File: src/supervisor_pkg.sv
// Constants shared by the supply supervisor and watchdog block
package supervisor_pkg;

  // ---------------------------------------------------------------------
  // Clock and timing
  // ---------------------------------------------------------------------
  localparam int unsigned CLK_HZ          = 50_000_000;  // Clock rate
  localparam int unsigned RESET_ACTIVE_MS = 140;         // Least reset pulse, ms
  localparam int unsigned WDOG_PERIOD_MS  = 1600;        // Typical timeout, ms
  // Least time rounds up to whole cycles
  localparam longint unsigned RESET_ACTIVE_CYC =
    (longint'(RESET_ACTIVE_MS) * longint'(CLK_HZ) + 64'd999) / 64'd1000;
  // Typical time taken as is (exact in whole cycles)
  localparam longint unsigned WDOG_PERIOD_CYC =
    longint'(WDOG_PERIOD_MS) * longint'(CLK_HZ) / 64'd1000;
  // Counter width covering both counts
  localparam int unsigned CNT_W = 32;

  // ---------------------------------------------------------------------
  // Reset values
  // ---------------------------------------------------------------------
  localparam logic RST_N_RESET = 1'b0;  // System reset held at power-up
  localparam logic WDO_RESET   = 1'b1;  // Watchdog status idle high

endpackage : supervisor_pkg

File: src/supply_supervisor_watchdog.sv
// Supply supervisor with a three-level watchdog and timed reset pulses
`timescale 1ns/10ps
module supply_supervisor_watchdog #(
  parameter longint unsigned RESET_CYC = supervisor_pkg::RESET_ACTIVE_CYC,
  parameter longint unsigned WDOG_CYC  = supervisor_pkg::WDOG_PERIOD_CYC
) (
  input  wire logic i_mclk,          // 50 MHz timebase
  input  wire logic i_nrst,          // Asynchronous reset, active low
  input  wire logic i_supply_low,    // Comparator: supply under threshold
  input  wire logic i_kick_low,      // Kick input at valid low level
  input  wire logic i_kick_high,     // Kick input at valid high level
  output logic      o_sys_reset_n,   // System reset, active low
  output logic      o_sys_reset,     // System reset, active high
  output logic      o_watchdog_expired_n  // Watchdog status, active low
);

  // ---------------------------------------------------------------------
  // Elaboration checks
  // ---------------------------------------------------------------------
  if (RESET_CYC < 1 || RESET_CYC >= (64'd1 << supervisor_pkg::CNT_W))
  begin : g_bad_reset
    $error("RESET_CYC out of range");
  end
  if (WDOG_CYC < 2 || WDOG_CYC >= (64'd1 << supervisor_pkg::CNT_W))
  begin : g_bad_wdog
    $error("WDOG_CYC out of range");
  end
  // Pulses only separate when the period outlasts the pulse
  if (WDOG_CYC <= RESET_CYC)
  begin : g_bad_ratio
    $error("WDOG_CYC must exceed RESET_CYC");
  end

  localparam logic [supervisor_pkg::CNT_W-1:0] RST_LAST =
    supervisor_pkg::CNT_W'(RESET_CYC - 64'd1);
  localparam logic [supervisor_pkg::CNT_W-1:0] WDOG_LAST =
    supervisor_pkg::CNT_W'(WDOG_CYC - 64'd1);

  // ---------------------------------------------------------------------
  // State
  // ---------------------------------------------------------------------
  typedef struct packed {
    logic                              rst_n;     // Reset output level
    logic                              rst;       // Complement copy
    logic                              wdo_n;     // Watchdog status
    logic [supervisor_pkg::CNT_W-1:0]  hold_cnt;  // Reset stretch counter
    logic [supervisor_pkg::CNT_W-1:0]  wd_cnt;    // Watchdog counter
    logic                              last_lvl;  // Last valid kick level
    logic                              lvl_ok;    // last_lvl has been seen
  } state_t;

  state_t st;       // Registered state
  state_t next_st;  // Next value

  // Decoded kick: mid-level or floating when neither valid level shows
  logic kick_valid;  // At a valid level
  logic kick_lvl;    // Which valid level
  logic kick_edge;   // Service event this cycle
  logic wd_enabled;  // Watchdog running

  assign kick_valid = i_kick_low ^ i_kick_high;
  assign kick_lvl   = i_kick_high;
  assign kick_edge  = kick_valid && st.lvl_ok && (kick_lvl != st.last_lvl);
  assign wd_enabled = kick_valid;

  // ---------------------------------------------------------------------
  // Next-state logic
  // ---------------------------------------------------------------------
  always_comb
  begin
    next_st = st;
    // Track last valid level; mid-level leaves it alone
    if (kick_valid)
    begin
      next_st.last_lvl = kick_lvl;
      next_st.lvl_ok   = 1'b1;
    end

    if (i_supply_low)
    begin
      next_st.rst_n    = 1'b0;
      next_st.hold_cnt = '0;
      next_st.wd_cnt   = '0;
      next_st.wdo_n    = 1'b1;
    end
    else if (!st.rst_n)
    begin
      if (st.hold_cnt == RST_LAST)
      begin
        next_st.rst_n    = 1'b1;
        next_st.hold_cnt = '0;
      end
      else
      begin
        next_st.hold_cnt = st.hold_cnt + 1'b1;
      end
      // Watchdog keeps timing so static kick repeats every period
      if (!wd_enabled || kick_edge)
        next_st.wd_cnt = '0;
      else if (st.wd_cnt != WDOG_LAST)
        next_st.wd_cnt = st.wd_cnt + 1'b1;
      if (!wd_enabled || kick_edge)
        next_st.wdo_n = 1'b1;
    end
    else if (!wd_enabled)
    begin
      next_st.wdo_n  = 1'b1;
      next_st.wd_cnt = '0;
    end
    else if (kick_edge)
    begin
      next_st.wd_cnt = '0;
      next_st.wdo_n  = 1'b1;
    end
    else if (st.wd_cnt == WDOG_LAST)
    begin
      next_st.wdo_n    = 1'b0;
      next_st.rst_n    = 1'b0;
      next_st.hold_cnt = '0;
      next_st.wd_cnt   = '0;
    end
    else
    begin
      next_st.wd_cnt = st.wd_cnt + 1'b1;
    end
    next_st.rst = ~next_st.rst_n;
  end

  // ---------------------------------------------------------------------
  // State register
  // ---------------------------------------------------------------------
  // reset starts low until released by timing
  always_ff @(posedge i_mclk or negedge i_nrst)
  begin
    if (!i_nrst)
    begin
      st          <= '0;
      st.rst_n    <= supervisor_pkg::RST_N_RESET;
      st.rst      <= ~supervisor_pkg::RST_N_RESET;
      st.wdo_n    <= supervisor_pkg::WDO_RESET;
    end
    else
    begin
      st <= next_st;
    end
  end

  assign o_sys_reset_n        = st.rst_n;
  assign o_sys_reset          = st.rst;
  assign o_watchdog_expired_n = st.wdo_n;

  // ---------------------------------------------------------------------
  // Assertions
  // ---------------------------------------------------------------------
  // undervoltage holds reset
  property p_uv_reset;
    @(posedge i_mclk) disable iff (!i_nrst)
    i_supply_low |=> !o_sys_reset_n;
  endproperty
  a_uv_reset: assert property (p_uv_reset)
    else $error("reset not low in undervoltage");

  property p_uv_status;
    @(posedge i_mclk) disable iff (!i_nrst)
    i_supply_low |=> o_watchdog_expired_n;
  endproperty
  a_uv_status: assert property (p_uv_status)
    else $error("status not high in undervoltage");

  property p_complement;
    @(posedge i_mclk) disable iff (!i_nrst)
    o_sys_reset == !o_sys_reset_n;
  endproperty
  a_complement: assert property (p_complement)
    else $error("reset pair not complementary");

  property p_disabled_high;
    @(posedge i_mclk) disable iff (!i_nrst)
    (!kick_valid && !i_supply_low) |=> o_watchdog_expired_n;
  endproperty
  a_disabled_high: assert property (p_disabled_high)
    else $error("status low while disabled");

  property p_kick_clears;
    @(posedge i_mclk) disable iff (!i_nrst)
    kick_edge |=> o_watchdog_expired_n && st.wd_cnt == 0;
  endproperty
  a_kick_clears: assert property (p_kick_clears)
    else $error("kick did not restart watchdog");

  property p_stretch;
    @(posedge i_mclk) disable iff (!i_nrst)
    $rose(o_sys_reset_n) |-> $past(st.hold_cnt) == RST_LAST && !$past(i_supply_low);
  endproperty
  a_stretch: assert property (p_stretch)
    else $error("reset released early");

  property p_timeout;
    @(posedge i_mclk) disable iff (!i_nrst)
    (o_sys_reset_n && kick_valid && !kick_edge && !i_supply_low && st.wd_cnt == WDOG_LAST)
      |=> !o_watchdog_expired_n && !o_sys_reset_n && st.wd_cnt == 0;
  endproperty
  a_timeout: assert property (p_timeout)
    else $error("timeout not signalled");

  property p_no_pulse_disabled;
    @(posedge i_mclk) disable iff (!i_nrst)
    (o_sys_reset_n && !kick_valid && !i_supply_low) |=> o_sys_reset_n;
  endproperty
  a_no_pulse_disabled: assert property (p_no_pulse_disabled)
    else $error("pulse while disabled");

endmodule : supply_supervisor_watchdog

File: config.mk
export PLATFORM = sky130hd
export DESIGN_NAME = supply_supervisor_watchdog
export DESIGN_NICKNAME = d
export VERILOG_FILES = /design/src/supervisor_pkg.sv /design/src/supply_supervisor_watchdog.sv
export SDC_FILE = /design/constraint.sdc
export NUM_CORES = 1
export LEC_CHECK = 0
export BUFFER_PORTS_ARGS = -buffer_cell sky130_fd_sc_hd__buf_4
export CAP_MARGIN = 20
export CORE_ASPECT_RATIO = 2
export CORE_MARGIN = 2
export CORE_UTILIZATION = 60
export CTS_CLUSTER_SIZE = 30
export DETAILED_ROUTE_END_ITERATION = 10
export PLACE_DENSITY = 0.77
export SYNTH_ARGS = -nofsm -noshare
export SYNTH_HDL_FRONTEND = slang
export SYNTH_SLANG_ARGS = --single-unit
File: constraint.sdc
create_clock -name i_mclk -period 3.8 [get_ports i_mclk]
set_input_delay 0.57 -clock i_mclk [delete_from_list [all_inputs] [get_ports i_mclk]]
set_output_delay 0.57 -clock i_mclk [all_outputs]
set_load 0.02 [all_outputs]
==> qor.txt, run 1 <==
Clk Latency, worst-skew pair = 0.34 ns
Post-synth EDFFs = 0
Final Hold Fails = 0
Multi-input gate area = 0.00202 sq mm
die area = 0.00720 sq mm
Crit path arrival time = 2.77 ns
Final Critical Period = 2.58 ns
FP Rows = 41
register clock-pin slew on the reported worst setup and hold paths = 0.05 ns
PD cells = 378 mW/mm^2
Placeable Area = 0.00631 sq mm
n_diodes = 0
H-tree level count = 3
Critical Path Sink Type = register
Post-Syn Nets = 436
Worst path max stage delay = 0.55 ns
CTS Hold Bufs = 0
Nets = 439
crit path from = st[29]$_DFFE_PN0P_
vias in the first global route = 3565
Slowest-stage cell, CP = or4b_1
Vias/cell = 6.72
Slew headroom = 0.390
drt total wl = 9840 um
Syn Inst Count = 429
CTS root buffer = clkbuf_16
1st-pass router iterations = 4
Ys Warns = 0
top_reg_cell synth = dfrtp_1
VDD IR max = 0.360 mV
Seq/Total Area, Yosys = 0.443
global placer's final weighted congestion = 0.866
first-pass GRT wire length = 16300 um
# fillers = 517
delay-heaviest family, CP = simple AND/OR/NAND/NOR gates
TritonCTS clock tree = done
Post-route DRC = 0
die width = 61.0 um
pin count of the biggest net entering global routing = 70
hold crit path type = primary input to asynchronous set/reset pin
Crit path buffers/inverters = 0
top post-synthesis cells by count = dfrtp_1, nand3_1, nor2_1, a31oi_1, nand2_1
number of I/O pins = 8
Synth area leaders = dfrtp_1, a31oi_1, nand3_1
cts repair resizes = 0
Post CTS Setup Buffer Count = 0
Final HPWL DP = 6570 um
R2R setup slack = 1.22 ns
DR iter-0 viols = 204
Worst Tran Pin Value = 0.906 ns
initial antenna violation count = 0
total grt overflow = 0
IO Port Bufs = 7
RSZ-0062 raised after global routing = false
Synth async-reset ratio = 1.00
Clock Sinks = 69
worst-path fanout max = 24
post-route cell area = 0.00428 sq mm
die height = 118 um
total of max-cap violations = 0
layout cells sized above 1 = 0.101
Worst Setup Path Type = register to register
Hold Slack = 0.329 ns
Critical Path RT = 3.99 ns
largest area contributor in the netlist = dfrtp_1
Synth-to-Final Area Change = 9.66%
Initial Util = 0.618
count leader, synth = dfrtp_1
Reg area = 0.00173 sq mm
clk_skew = 0.00536 ns
Fmax achieved = 388 MHz
CP Cell Sequence = or4b_1 > nor4_2 > nand4_2 > nand2_2 > o221ai_1
max-slew violations = 0
final setup fails = 0
share of the cycle needed by the critical path after routing = 0.678
mapped cell area = 0.00390 sq mm
CTS buffer count = 9
Synth top area share = 0.430
count of cell types in the netlist = 53
Lkg Pwr = 1.59 nW
worst reg2reg path startpoint = st[29]$_DFFE_PN0P_
Post-DRT Antenna Nets = 0
CTS max path bufs = 2
Seq cells post-synth = 69
Post-Syn Area per Cell = 9.09 sq um
via count = 3514
setup TNS = 0 ns
outcome = finished clean
wire per inst = 18.8 um
CP Launch Type = register
GRT Total Usage = 0.301
Post-DP Area = 0.00400 sq mm
[worst reg2reg max path, cell delays in order (launching register included)]
cell and delay, ns:
dfrtp_1 0.41, or4b_1 0.55, nor4_2 0.46, nand4_2 0.32, nand2_2 0.51, o221ai_1 0.19
[power by group]
part / switching, W / internal, W
logic: 0.0000494 / 0.0000222
clock network: 0.000307 / 0.000473
registers: 0.0000179 / 0.000747
total: 0.000374 / 0.00124
[state kept, by name, summed over array words and instances, names as in the netlist]
name and count:
o_watchdog_expired_n 1, o_sys_reset_n 1, o_sys_reset 1, st 66
[cell type report]
cell class	instances	share of cell area
sequential	69	0.404
clock buffer	12	0.0600
timing repair buffer	13	0.0228
clock inverter	4	0.00527
tap	86	0.0252
inverter	12	0.0105
multi-input combinational	327	0.472
[metal layers]
metal  GRT usage  vias to the layer above  part of all wire
met1       0.314                     1737              0.35
met3      0.0495                       41             0.034
met2       0.507                      104              0.55
li1            -                     1632                 -
met5           0                        -                 0
met4       0.219                        0             0.062
[worst paths after layout]
kind | end | cells after the start
max | st[51]$_DFFE_PN0P_ | 5
min | st[8]$_DFFE_PN0P_ | 1
max reg2reg | st[51]$_DFFE_PN0P_ | 5
min reg2reg | o_watchdog_expired_n$_DFFE_PN1P_ | 2
max in group asynchronous | st[13]$_DFFE_PN0P_ | 1
min in group i_mclk | o_watchdog_expired_n$_DFFE_PN1P_ | 2
[per-stage QoR]
step	utilization	worst slack, ns	instances	total power (W)
4_1_cts	0.678	1.24	523	0.00163
5_1_grt	0.678	1.07	523	0.00167
3_3_place_gp	0.634	1.33	507	0.000844
3_5_place_dp	0.634	1.27	507	0.000849
6_report	0.678	1.22	523	0.00162
2_1_floorplan	-	1.67	429	0.000814
[cell usage in the layout, fill, tap and decap left out, types with 4 or more instances in the layout]
cell / n
or2_2: 5
nor4_1: 7
or3_1: 14
xnor2_1: 12
clkbuf_16: 9
a31oi_1: 33
nor2_1: 34
xor2_1: 11
dfrtp_1: 67
buf_4: 13
nand2_1: 32
a41oi_1: 4
and4_1: 8
inv_1: 12
nor3_1: 15
nand3_1: 41
a21oi_1: 13
nand4_1: 18
o21ai_0: 13
nand3b_1: 13
or4_1: 8
[cells by family (layout without fill, tap and decap cells)]
family,after synthesis,count (layout),synth area share
AND/OR/NAND/NOR,218,218,0.317
AO/OA/AOI/OAI,83,83,0.138
flip-flops,69,69,0.443
buffers and inverters,33,41,0.0411
XOR/XNOR,23,23,0.0517
adder cells (fa/ha/maj),3,3,0.00898
(Power assumes the default switching activity.)
==> run 2, diff against run 1 <==
Settings changed: CORE_UTILIZATION 60 to 57, PLACE_DENSITY 0.77 to 0.76.
Clock period 3.8 ns to 2.2 ns, I/O delays scaled along.
==> run 2 against run 1 <==
Compared with the run above:
- the run now ends with hold timing, setup timing left
- clock-buffer cell count increased by 1
- sequential power increased by 73%
- register-to-register slack got worse by 1.3 ns
- via count rose by 7.1%
- die area increased by 5.0%
- non-clock buffer count is 43 higher
- critical path type unchanged
- critical endpoint is now st[58]$_DFFE_PN0P_
- largest power group is now registers
- highest routed layer unchanged
==> qor.txt, run 2 (synthesized netlist as in run 1, its figures left out) <==
outcome = complete, but fails checks (was finished clean)
failing checks = hold timing, setup timing
first-pass GRT wire length = 18300 um (was 16300 um)
vias in the first global route = 3852 (was 3565)
die width = 62.5 um (was 61.0 um)
M3 GR Usage = 0.0622 (was 0.0495)
Clock Sinks = 69 (unchanged)
Clk Latency, worst-skew pair = 0.34 ns (about the same)
Nets = 482 (was 439)
Crit path arrival time = 2.47 ns (was 2.77 ns)
Reg with most FFs = st (unchanged)
Final Hold Fails = 18 (was 0)
VDD IR max = 0.496 mV (was 0.360 mV)
met2 Track Usage GR = 0.575 (was 0.507)
layout cells sized above 1 = 0.223 (was 0.101)
Worst Tran Pin Value = 0.626 ns (was 0.906 ns)
Reg power frac = 0.472 (was 0.473)
worst-path fanout max = 7 (was 24)
Slew headroom = 0.581 (was 0.390)
Vias/cell = 6.64 (was 6.72)
Post-route DRC = 0 (unchanged)
CTS Hold Bufs = 0 (unchanged)
Core Util, Final = 0.732 (was 0.678)
clock share of power = 0.472 (was 0.483)
hold crit path type = primary input to asynchronous set/reset pin (unchanged)
Crit path buffers/inverters = 1 (was 0)
die height = 121 um (was 118 um)
Post-DRT Antenna Nets = 0 (unchanged)
IO Port Bufs = 7 (unchanged)
Logic pwr share = 0.056 (was 0.044)
Placeable Area = 0.00662 sq mm (was 0.00631 sq mm)
share of the cycle needed by the critical path after routing = 1.03 (was 0.678)
Fmax achieved = 443 MHz (was 388 MHz)
initial antenna violation count = 0 (unchanged)
via count = 3764 (was 3514)
Sw Ratio = 0.239 (was 0.231)
Post CTS Setup Buffer Count = 0 (unchanged)
n_diodes = 0 (unchanged)
H-tree level count = 3 (unchanged)
# fillers = 500 (was 517)
GRT met1 Usage = 0.321 (was 0.314)
Lkg Pwr = 1.89 nW (was 1.59 nW)
wire per inst = 19.5 um (was 18.8 um)
TritonCTS clock tree = done (unchanged)
clk_skew = 0.00870 ns (was 0.00536 ns)
pin count of the biggest net entering global routing = 70 (unchanged)
Critical Path RT = 2.41 ns (was 3.99 ns)
commonest non-fill, non-tap cell in the layout = dfrtp_1 (unchanged)
most frequent cells in the layout = dfrtp_1, buf_4, nand3_1 (was dfrtp_1, nand3_1, nor2_1)
post-route cell area = 0.00485 sq mm (was 0.00428 sq mm)
CTS buffer count = 9 (unchanged)
CP Launch Type = register (unchanged)
GR peak layer = met2 (unchanged)
drt total wl = 11000 um (was 9840 um)
Hold Slack = -0.0207 ns (was 0.329 ns)
CP Cell Sequence = or4_4 > nor2_1 > or4b_4 > buf_12 > a32oi_1 > o22ai_1 (was or4b_1 > nor4_2 > nand4_2 > nand2_2 > o221ai_1)
GRT Total Usage = 0.309 (was 0.301)
number of I/O pins = 8 (unchanged)
total grt overflow = 0 (unchanged)
max-slew violations = 0 (unchanged)
final worst-path setup slack = -0.0581 ns (was 1.22 ns)
final setup fails = 1 (was 0)
CTS root buffer = clkbuf_16 (unchanged)
Final Critical Period = 2.26 ns (was 2.58 ns)
total of max-cap violations = 0 (unchanged)
register clock-pin slew on the reported worst setup and hold paths = 0.05 ns (about the same)
FP Rows = 42 (was 41)
Final Power = 0.00281 W (was 0.00162 W)
Synth-to-Final Area Change = 24.4% (was 9.66%)
delay-heaviest family, CP = simple AND/OR/NAND/NOR gates (unchanged)
Switching Power = 0.000670 W (was 0.000374 W)
Slowest-stage cell, CP = or4_4 (was or4b_1)
CTS max path bufs = 2 (unchanged)
Largest register FFs = 66 (unchanged)
Initial Util = 0.589 (was 0.618)
PD cells = 578 mW/mm^2 (was 378 mW/mm^2)
Post-DP Area = 0.00436 sq mm (was 0.00400 sq mm)
1st-pass router iterations = 5 (was 4)
P_int = 0.00214 W (was 0.00124 W)
Worst path max stage delay = 0.56 ns (was 0.55 ns)
DR iter-0 viols = 374 (was 204)
RSZ-0062 raised after global routing = true (was false)
global placer's final weighted congestion = 0.909 (was 0.866)
Worst Setup Path Type = register to register (unchanged)
Critical Path Sink Type = register (unchanged)
Final HPWL DP = 6870 um (was 6570 um)
die area = 0.00756 sq mm (was 0.00720 sq mm)
## run 2: cell types whose count changed in the layout (fill, tap and decap cells not counted), moves of 5 or more
cell | before | now
or4_4 | 0 | 5
or4_1 | 8 | 3
a31oi_1 | 33 | 27
a31oi_2 | 0 | 5
buf_4 | 13 | 48
buf_12 | 0 | 5
## run 2: per-stage QoR
| step | hold slack, ns | TNS (ns) | instances | worst slack [ns] |
|---|---|---|---|---|
| after CTS | 0.0127 | 0 | 565 | 0.00674 |
| after global routing | 0.0210 | -0.270 | 567 | -0.0365 |
| after global placement | 0.366 | -0.415 | 549 | -0.0839 |
| after detailed placement | 0.367 | -0.857 | 549 | -0.119 |
| after floorplan | 0.0344 | 0 | 429 | 0.0664 |
| final | -0.0207 | -0.0581 | 567 | -0.0581 |
## run 2: power by group through the flow
stage,clock (W),sequential (W),combinational (W)
after floorplan,0,0.00133,0.0000720
after global placement,0,0.00134,0.000140
after detailed placement,0,0.00134,0.000143
after CTS,0.00132,0.00132,0.000144
after global routing,0.00139,0.00133,0.000174
final,0.00132,0.00132,0.000156
## run 2: final cells by class
cell class / instances / area, sq um / area share
sequential: 69 / 1730 / 0.357
clock buffer: 13 / 250 / 0.0516
multi-input combinational: 327 / 2170 / 0.447
timing repair buffer: 56 / 538 / 0.111
tap: 88 / 110 / 0.0227
clock inverter: 2 / 10.0 / 0.00206
inverter: 12 / 45.0 / 0.00929
## run 2: worst paths after layout
path	from	endpoint	slack, ns	cells past startpoint
worst min register to register	o_watchdog_expired_n$_DFFE_PN1P_	o_watchdog_expired_n$_DFFE_PN1P_	0.49	2
worst min-delay path	i_nrst	st[7]$_DFFE_PN0P_	-0.02	2
min in group i_mclk	i_kick_low	st[0]$_DFFE_PN0N_	0.28	3
max in group asynchronous	i_nrst	o_watchdog_expired_n$_DFFE_PN1P_	1.89	2
worst max register to register	st[47]$_DFFE_PN0P_	st[58]$_DFFE_PN0P_	-0.06	6
worst max-delay path	st[47]$_DFFE_PN0P_	st[58]$_DFFE_PN0P_	-0.06	6
## run 2: what timing repair did
action | CTS | global route
pin swaps | 0 | 9
endpoints found under the setup margin | 23 | 57
gates resized for setup | 5 | 22
hold endpoints to repair | 0 | 0
gates cloned | 1 | 2
## run 2: routing by layer
metal	share of wire	wire length (um)
met2	0.55	6030
met5	0	0
met4	0.062	687
met3	0.047	518
met1	0.34	3800
